### config.mk
export PLATFORM = sky130hd
export DESIGN_NAME = lde_top
export DESIGN_NICKNAME = d
export VERILOG_FILES = /design/src/pkg/lde_pkg.sv /design/src/core/lde_term_match.sv /design/src/core/lde_top.sv
export VERILOG_INCLUDE_DIRS = /design/src /design/src/pkg
export SDC_FILE = /design/constraint.sdc
export NUM_CORES = 1
export LEC_CHECK = 0
export BUFFER_PORTS_ARGS = -buffer_cell sky130_fd_sc_hd__buf_2
export CELL_PAD_IN_SITES_DETAIL_PLACEMENT = 0
export CELL_PAD_IN_SITES_GLOBAL_PLACEMENT = 1
export CORE_UTILIZATION = 30
export DETAILED_ROUTE_END_ITERATION = 8
export PLACE_DENSITY = 0.64
export SLEW_MARGIN = 20
export SYNTH_ARGS = -nofsm -noshare
export SYNTH_HDL_FRONTEND = slang
export SYNTH_HIERARCHICAL = 1
export SYNTH_SLANG_ARGS = --single-unit
### constraint.sdc
create_clock -name clk_sys -period 4.15 [get_ports clk_sys]
set_input_delay 0.83 -clock clk_sys [delete_from_list [all_inputs] [get_ports clk_sys]]
set_output_delay 0.83 -clock clk_sys [all_outputs]
set_load 0.02 [all_outputs]
### src/pkg/lde_params.svh
/*
  Offsets, field positions, reset values and timing figures of the
  listener data, end-of-string and clock configuration block.
  Assumes inclusion by bare name from the top-level core file.
*/
`ifndef LDE_PARAMS_SVH
`define LDE_PARAMS_SVH

// Register offsets on the plain register port
`define LDE_OFF_RX_DATA   3'h0
`define LDE_OFF_TX_DATA   3'h1
`define LDE_OFF_TERM      3'h2
`define LDE_OFF_CLK_CFG   3'h3
`define LDE_OFF_CTRL      3'h4
`define LDE_OFF_STATUS    3'h5
`define LDE_OFF_IRQ_MASK  3'h6
`define LDE_OFF_AUX_CMD   3'h7

// Control register fields
`define LDE_CTRL_DMA_EN   0
`define LDE_CTRL_LREQ_EN  1
`define LDE_CTRL_BIN      2
`define LDE_CTRL_RECEIVE_TERMINATOR_ENABLE     3
`define LDE_CTRL_TRANSMIT_TERMINATOR_ENABLE     4
`define LDE_CTRL_RANGE    5
`define LDE_CTRL_CONT     6
`define LDE_CTRL_KEEP_HO  7

// Status and mask fields
`define LDE_ST_DATA_IN    0
`define LDE_ST_BYTE_IN    1
`define LDE_ST_END        2
`define LDE_ST_HOLDOFF    3
`define LDE_ST_XFER_REQ   4

// Auxiliary command fields
`define LDE_AUX_RELEASE   0

// Reset values
`define LDE_CLK_CFG_RST   8'h25
`define LDE_CTRL_RST      8'h00
`define LDE_MASK_RST      8'h00
`define LDE_BYTE_RST      8'h00

// Frequency code field of the clock configuration and tick counter width
`define LDE_FREQ_MSB      3
`define LDE_CNT_W         5

`endif

### src/pkg/lde_pkg.sv
/*
  Types shared by the listener data block, the talker model and the bench.
  Assumes the params header sits on the include path.
*/
package lde_pkg;
  // One bus data byte
  typedef logic [7:0] lde_byte_t;

  // Register offsets on the register port
  typedef enum logic [2:0] {
    LDE_REG_RX_DATA  = 3'b000,
    LDE_REG_TX_DATA  = 3'b001,
    LDE_REG_TERM     = 3'b010,
    LDE_REG_CLK_CFG  = 3'b011,
    LDE_REG_CTRL     = 3'b100,
    LDE_REG_STATUS   = 3'b101,
    LDE_REG_IRQ_MASK = 3'b110,
    LDE_REG_AUX_CMD  = 3'b111
  } lde_addr_t;
endpackage

### src/core/lde_term_match.sv
/*
  Terminator byte comparator, seven or eight bits wide.
  Assumes a purely combinational use; the parent registers the result.
*/
module lde_term_match #(
  parameter int W = 8                  // Byte width
) (
  input  wire logic [W-1:0] data_i,    // Byte under test
  input  wire logic [W-1:0] term_i,    // Terminator byte
  input  wire logic         full_i,    // High compares all bits
  output logic              match_o    // Byte equals terminator
);
  // Low bits always compared, top bit only in full mode
  always_comb begin
    match_o = (data_i[W-2:0] == term_i[W-2:0]) &&
              (!full_i || (data_i[W-1] == term_i[W-1]));
  end
endmodule

### src/core/lde_top.sv
/*
  Listener receive latch, end-of-string detector, transmit latch,
  clock configuration with microsecond tick, and status interrupt.
  Assumes listener/talker state and accept-data come in synchronous to
  clk_sys from the handshake logic, and a one-cycle register port.
*/
// Design decisions made here: the register addresses and the plain strobed port.
// Contract
// - Latch bus data while listening and accepting
// - Latching a byte sets data-in flag
// - Latching a byte places ready-for-data holdoff outside continuous mode
// - Reading receive latch may release holdoff
// - Reading receive latch drops transfer request, mostly
// - Transmit and receive latches stay separate
// - Compare seven or eight bits by mode
// - Listener match with enable sets END
// - Talker match with enable asserts EOI low
// - Clock configuration resets to 00100101
// - Frequency code and range set delays
// - Byte-in set only outside continuous mode
// - Listener DMA request while latch holds byte
`include "lde_params.svh"

module lde_top #(
  parameter int CNT_W = `LDE_CNT_W        // Tick counter width
) (
  input  wire logic             clk_sys,         // System clock
  input  wire logic             rstn,            // Sync reset, low
  input  wire logic [2:0]       addr,            // Register offset
  input  wire lde_pkg::lde_byte_t wdata,         // Write data
  input  wire logic             wr_en,           // Write strobe
  input  wire logic             rd_en,           // Read strobe
  output lde_pkg::lde_byte_t    rdata,           // Read data
  input  wire lde_pkg::lde_byte_t bus_data_in,   // Bus data lines
  input  wire logic             listener_active, // Listener state
  input  wire logic             accept_data,     // Accept-data state
  input  wire logic             talker_active,   // Talker state
  output lde_pkg::lde_byte_t    bus_data_out,    // Transmit latch
  output logic                  eoi_n_o,         // EOI pin level
  output logic                  eoi_oe,          // EOI pin drive
  output logic                  rfd_holdoff,     // Holdoff active
  output logic                  xfer_req_n,      // Transfer request
  output logic                  irq,             // Interrupt level
  output logic                  us_tick          // Delay time base
);
  import lde_pkg::*;

  // Register state
  lde_byte_t rx_data_q, rx_data_d;     // Receive latch
  lde_byte_t tx_data_q, tx_data_d;     // Transmit latch
  lde_byte_t term_q, term_d;           // Terminator byte
  lde_byte_t clk_cfg_q, clk_cfg_d;     // Clock configuration
  lde_byte_t ctrl_q, ctrl_d;           // Control bits
  lde_byte_t mask_q, mask_d;           // Interrupt mask
  logic      din_q, din_d;             // Data-in flag
  logic      bin_q, bin_d;             // Byte-in flag
  logic      end_q, end_d;             // END flag
  logic      ho_q, ho_d;               // Ready-for-data holdoff
  logic      req_q, req_d;             // Transfer request active
  logic      req_n_q, req_n_d;         // Request pin level, low asserts
  logic      cap_prev_q;               // Last capture condition
  lde_byte_t rdata_q, rdata_d;         // Read data register
  logic      eoi_q, eoi_d;             // EOI asserted
  logic      eoi_n_q, eoi_n_d;         // EOI pin level, low asserts
  logic      irq_q, irq_d;             // Interrupt output
  logic [CNT_W-1:0] cnt_q, cnt_d;      // Tick counter
  logic      tick_q, tick_d;           // Tick output

  // Decoded strobes and conditions
  logic      cap;                      // New byte accepted
  logic      rd_rx, wr_tx, wr_st;      // Register actions
  logic      rx_match, tx_match;       // Terminator matches
  logic      dma_en, lreq_en;          // DMA controls
  logic      cont, keep_ho;            // Listener modes
  logic [CNT_W-1:0] period;            // Cycles per tick
  lde_byte_t status;                   // Assembled status

  // Capture on the first cycle of listener accept-data
  assign cap     = listener_active && accept_data && !cap_prev_q;
  assign rd_rx   = rd_en && (addr == `LDE_OFF_RX_DATA);
  assign wr_tx   = wr_en && (addr == `LDE_OFF_TX_DATA);
  assign wr_st   = wr_en && (addr == `LDE_OFF_STATUS);
  assign dma_en  = ctrl_q[`LDE_CTRL_DMA_EN];
  assign lreq_en = ctrl_q[`LDE_CTRL_LREQ_EN];
  assign cont    = ctrl_q[`LDE_CTRL_CONT];
  assign keep_ho = ctrl_q[`LDE_CTRL_KEEP_HO];

  // Comparator for incoming bus bytes
  lde_term_match #(.W(8)) u_rx_match (
    .data_i  (bus_data_in),
    .term_i  (term_q),
    .full_i  (ctrl_q[`LDE_CTRL_BIN]),
    .match_o (rx_match)
  );

  // Comparator for the outgoing byte
  lde_term_match #(.W(8)) u_tx_match (
    .data_i  (tx_data_q),
    .term_i  (term_q),
    .full_i  (ctrl_q[`LDE_CTRL_BIN]),
    .match_o (tx_match)
  );

  // Status word as seen by software
  always_comb begin
    status = 8'h00;
    status[`LDE_ST_DATA_IN]  = din_q;
    status[`LDE_ST_BYTE_IN]  = bin_q;
    status[`LDE_ST_END]      = end_q;
    status[`LDE_ST_HOLDOFF]  = ho_q;
    status[`LDE_ST_XFER_REQ] = req_q;
  end

  // Configuration registers written by software
  always_comb begin
    tx_data_d = tx_data_q;
    term_d    = term_q;
    clk_cfg_d = clk_cfg_q;
    ctrl_d    = ctrl_q;
    mask_d    = mask_q;
    if (wr_en) begin
      unique case (addr)
        `LDE_OFF_TX_DATA:  tx_data_d = wdata;
        `LDE_OFF_TERM:     term_d    = wdata;
        // Upper nibble kept as written; software supplies 0010
        `LDE_OFF_CLK_CFG:  clk_cfg_d = wdata;
        `LDE_OFF_CTRL:     ctrl_d    = wdata;
        `LDE_OFF_IRQ_MASK: mask_d    = wdata;
        default:           ;
      endcase
    end
  end

  // Receive latch follows the bus only on capture
  always_comb begin
    rx_data_d = rx_data_q;
    if (cap) begin
      rx_data_d = bus_data_in;
    end
  end

  // Sticky flags: set beats a same-cycle clear
  always_comb begin
    din_d = din_q;
    bin_d = bin_q;
    end_d = end_q;
    // Write one to clear
    if (wr_st) begin
      din_d = din_q && !wdata[`LDE_ST_DATA_IN];
      bin_d = bin_q && !wdata[`LDE_ST_BYTE_IN];
      end_d = end_q && !wdata[`LDE_ST_END];
    end
    // Host read of the latch retires byte-in
    if (rd_rx) begin
      din_d = 1'b0;
      bin_d = 1'b0;
    end
    if (cap) begin
      din_d = 1'b1;
      if (!cont) begin
        bin_d = 1'b1;
      end
      if (ctrl_q[`LDE_CTRL_RECEIVE_TERMINATOR_ENABLE] && rx_match) begin
        end_d = 1'b1;
      end
    end
  end

  // Holdoff and DMA request for the listener path
  always_comb begin
    ho_d  = ho_q;
    req_d = req_q;
    // Read releases holdoff unless software keeps it
    if (rd_rx && !keep_ho) begin
      ho_d = 1'b0;
    end
    if (wr_en && (addr == `LDE_OFF_AUX_CMD) &&
        wdata[`LDE_AUX_RELEASE]) begin
      ho_d = 1'b0;
    end
    // Read drops the request except DMA on, listener request off
    if (rd_rx && !(dma_en && !lreq_en)) begin
      req_d = 1'b0;
    end
    if (cap) begin
      if (!cont) begin
        ho_d = 1'b1;
      end
      if (dma_en && lreq_en) begin
        req_d = 1'b1;
      end
    end
    // Request only stands while listening
    if (!listener_active) begin
      req_d = 1'b0;
    end
    // Pin level kept in its own flop so the pin has no inverter
    req_n_d = !req_d;
  end

  // Read data, one cycle after the strobe; write-only reads zero
  always_comb begin
    rdata_d = 8'h00;
    if (rd_en) begin
      unique case (addr)
        `LDE_OFF_RX_DATA:  rdata_d = rx_data_q;
        `LDE_OFF_CTRL:     rdata_d = ctrl_q;
        `LDE_OFF_STATUS:   rdata_d = status;
        `LDE_OFF_IRQ_MASK: rdata_d = mask_q;
        default:           rdata_d = 8'h00;
      endcase
    end
  end

  // Talker end-of-string and interrupt outputs
  always_comb begin
    eoi_d = talker_active && ctrl_q[`LDE_CTRL_TRANSMIT_TERMINATOR_ENABLE] && tx_match;
    eoi_n_d = !eoi_d;
    irq_d = |({3'b000, req_d, ho_d, end_d, bin_d, din_d} & mask_d);
  end

  // Tick period: frequency code, doubled in the high range
  always_comb begin
    period = CNT_W'(clk_cfg_q[`LDE_FREQ_MSB:0]) <<
             ctrl_q[`LDE_CTRL_RANGE];
    if (period == '0) begin
      period = CNT_W'(1);
    end
    cnt_d  = cnt_q + CNT_W'(1);
    tick_d = 1'b0;
    if (cnt_q >= period - CNT_W'(1)) begin
      cnt_d  = '0;
      tick_d = 1'b1;
    end
  end

  // Register all state
  always_ff @(posedge clk_sys) begin
    if (!rstn) begin
      rx_data_q  <= `LDE_BYTE_RST;
      tx_data_q  <= `LDE_BYTE_RST;
      term_q     <= `LDE_BYTE_RST;
      clk_cfg_q  <= `LDE_CLK_CFG_RST;
      ctrl_q     <= `LDE_CTRL_RST;
      mask_q     <= `LDE_MASK_RST;
      din_q      <= 1'b0;
      bin_q      <= 1'b0;
      end_q      <= 1'b0;
      ho_q       <= 1'b0;
      req_q      <= 1'b0;
      req_n_q    <= 1'b1;
      cap_prev_q <= 1'b0;
      rdata_q    <= 8'h00;
      eoi_q      <= 1'b0;
      eoi_n_q    <= 1'b1;
      irq_q      <= 1'b0;
      cnt_q      <= '0;
      tick_q     <= 1'b0;
    end else begin
      rx_data_q  <= rx_data_d;
      tx_data_q  <= tx_data_d;
      term_q     <= term_d;
      clk_cfg_q  <= clk_cfg_d;
      ctrl_q     <= ctrl_d;
      mask_q     <= mask_d;
      din_q      <= din_d;
      bin_q      <= bin_d;
      end_q      <= end_d;
      ho_q       <= ho_d;
      req_q      <= req_d;
      req_n_q    <= req_n_d;
      cap_prev_q <= listener_active && accept_data;
      rdata_q    <= rdata_d;
      eoi_q      <= eoi_d;
      eoi_n_q    <= eoi_n_d;
      irq_q      <= irq_d;
      cnt_q      <= cnt_d;
      tick_q     <= tick_d;
    end
  end

  // Outputs straight from flops
  assign rdata        = rdata_q;
  assign bus_data_out = tx_data_q;
  assign eoi_n_o      = eoi_n_q;
  assign eoi_oe       = eoi_q;
  assign rfd_holdoff  = ho_q;
  assign xfer_req_n   = req_n_q;
  assign irq          = irq_q;
  assign us_tick      = tick_q;

  // Cycles since the last tick; only intervals free of config writes
  logic [CNT_W:0] gap_q;
  logic           gap_ok_q;
  always_ff @(posedge clk_sys) begin
    if (!rstn || tick_q) begin
      gap_q <= '0;
    end else if (gap_q != '1) begin
      gap_q <= gap_q + (CNT_W+1)'(1);
    end
    if (!rstn || (wr_en && (addr == `LDE_OFF_CLK_CFG ||
                            addr == `LDE_OFF_CTRL))) begin
      gap_ok_q <= 1'b0;
    end else if (tick_q) begin
      gap_ok_q <= 1'b1;
    end
  end
endmodule

==> impl_metrics.yaml <==
sta:
  worstMarginPinSlew_ps: 800
  timing_hold_violations_final: 0
  finalWorstSetupSlack_ps: 1720
  maxSlewViolCount: 0
  slew-limit-headroom_pct: 46.5
  finalCritPeriodShare_pct: 58.5
  rsz0062_at_grt: "no"
  min_period_ps: 2430
  clock.fmax_mhz: 412
  setup_viol_count_final: 0
  fin_skew_ps: 14.2
  fin_tns_setup_ps: 0
layout:
  nets: 417
  final_cell_count_no_fill: 522
  final_common_cell: "dfxtp_1"
  area_growth_pct: 18.7
  diodes: 0
  final_cell_mix: "dfxtp_1 (68), nor2_1 (53), nand2_1 (47), buf_2 (47), mux2i_1 (33)"
  layout-drive-gt1-share_pct: 18.8
  postLayoutCellArea_sq_um: 3610
worst_setup_path:
  reg2reg_to: "cnt_q[2]$_SDFF_PP0_"
  reg2reg_from: "ctrl_q[5]$_SDFFE_PN0P_"
  arrival_ps: 2720
  start_kind: "register"
  cp.required_ps: 4440
  crit_type: "register to register"
  endpoint_kind: "register"
  crit_path_max_fanout: 5
  reg2reg_depth: 9
  ff2ff_setup_slack_ps: 1720
global_routing:
  antenna_found_initial: 0
  grt_max_degree: 27
  grt_use_total_pct: 16.3
  grt_pass1_wl_um: 12500
  first_global_vias: 2333
  grt-ovfl-total: 0
die:
  coreArea_sq_um: 9820
  num_io_pins: 48
  start_util_pct: 31.0
  die-width_um: 103
  dieArea_sq_um: 10500
  die_y_um: 103
  rows: 36
routing:
  dr.first_iter.drc_count: 150
  firstDrtPassIters: 4
  viasPerCell: 4.82
  ant_nets: 0
  wl_per_cell_um: 15.0
  dr_total_vias: 2516
  drc: 0
  wl_um: 7810
synth:
  synth_nets: 375
  yosys_warnings: 6
  synth_cells: 342
  ys_ff_latch: 68
  synth_cell_types: 45
  synth_area_sq_um: 3040
  syn_avg_cell_area_sq_um: 8.90
  yosysSeqAreaShare_pct: 44.7
worst_hold_path:
  min_delay_path_depth: 2
  min_to: "rx_data_q[0]$_SDFFE_PN0P_"
  hp-class: "register to register"
  hp-start: "rx_data_q[0]$_SDFFE_PN0P_"
placed_design:
  dp_cells: 506
  portBuffers: 47
  gp_congestion: 0.848
  place_area_sq_um: 3360
  detailedPlace.worstSlack_ps: 1460
  hpwl_um: 5670
clocking:
  cts.sinks: 68
  htreeDepth: 3
  clk_pin_slew_worst_paths_ps: 80
  cts_buffers: 9
  clk_path_buf_depth: 2
  postCtsSetupRepairBufs: 0
  cts_resized: 0
  holdBufCountCts: 0
  cts_tree: "yes"
  root_buffer: "clkbuf_8"
  clock_latency_ps: 370
run_status:
  status: "completed"
power_and_ir_drop:
  p_leak_uw: 0.00150
  power_density_nw_per_um2: 420
  max-vdd-ir-drop_uv: 156
job:
  maxCapViolations: 0
-- synth_stat cells, drive strengths merged --
library cell	instances	share of area [%]
a22oi	3	0.74
a32oi	2	0.58
mux2i	34	11
nand2b	2	0.41
dfxtp	68	45
o41a	1	0.37
a21boi	1	0.25
o22ai	1	0.21
clkbuf	8	0.99
o211a	1	0.33
a211oi	3	1.1
xnor2	15	4.3
nor4	1	0.21
nand3	6	1.2
or2	1	0.21
a21o	3	0.74
nand4b	2	0.58
a21oi	28	4.7
o22a	1	0.29
nand4	6	1.2
o21ai	7	1.2
ha	7	2.9
nand2	47	5.8
or3	1	0.21
nor2	54	6.9
buf	9	1.9
inv	6	0.74
xor2	5	1.4
and3	2	0.41
a31oi	3	0.62
mux2	2	0.74
or4b	1	0.33
a211o	1	0.29
nor2b	3	0.62
and3b	2	0.58
nor3	3	0.49
o211ai	2	0.49
-- layer usage --
layer,part of all wire [%],track usage (%)
met5,0,0
met1,50,22.5
met2,44,24.0
met4,0.92,6.26
met3,4.3,4.47
-- layout make-up --
class,instances,area [sq um]
Inverter,6,22.5
Multi-Input combinational cell,251,1570
Sequential cell,68,1360
Clock buffer,9,124
Tap cell,133,166
Timing Repair Buffer,48,243
Fill cell,1080,6210
Clock inverter,7,123
-- flip-flops by register name (all words and copies together) (netlist names), 4 cells and up --
name          count
ctrl_q            8
term_q            8
rx_data_q         8
clk_cfg_q         4
cnt_q             5
bus_data_out      8
rdata             8
mask_q            8
-- stage by stage --
step / total power (uW) / utilization, % / hold WS (ps)
final: 1520 / 36.8 / 464
after global routing: 1580 / 36.8 / 495
after CTS: 1530 / 36.8 / 465
after detailed placement: 848 / 34.3 / 453
after global placement: 847 / 34.3 / 448
after floorplan: 797 / - / 403
-- report_power, final --
part	switching [uW]	internal (uW)	total, uW	leakage, uW
Sequential	18.0	673	691	0.000552
Clock	282	403	685	0.000116
Combinational	84.5	56.4	141	0.000832
-- worst max path at each step --
stage                         startpoint                   to  slack [ps]
6_report          ctrl_q[5]$_SDFFE_PN0P_  cnt_q[2]$_SDFF_PP0_        1720
5_1_grt           ctrl_q[5]$_SDFFE_PN0P_  cnt_q[2]$_SDFF_PP0_        1590
4_1_cts           ctrl_q[5]$_SDFFE_PN0P_  cnt_q[2]$_SDFF_PP0_        1720
3_5_place_dp                     addr[1]       irq$_SDFF_PN0_        1460
3_3_place_gp                     addr[1]       irq$_SDFF_PN0_        1470
2_1_floorplan  clk_cfg_q[1]$_SDFFE_PN0P_  cnt_q[2]$_SDFF_PP0_        1890
-- worst max-delay path, stage by stage (launching register included) --
cell,delay (ps)
dfxtp_1,450
inv_1,170
a21oi_1,230
ha_1,270
ha_1,270
a21o_1,160
a21o_1,170
a21o_1,180
a211o_1,340
nor2_1,110
-- logic make-up (layout without fill, tap and decap cells) --
family          after synthesis  after routing  share of synthesized area [%]
buf+inv                      23             70                           3.62
compound gates               57             57                           11.8
fa+ha+maj                     7              7                           2.88
xor+xnor                     20             20                           5.76
mux                          36             36                           12.0
flops                        68             68                           44.7
simple gates                131            131                           19.1
Power figures use the tool's default switching activity.
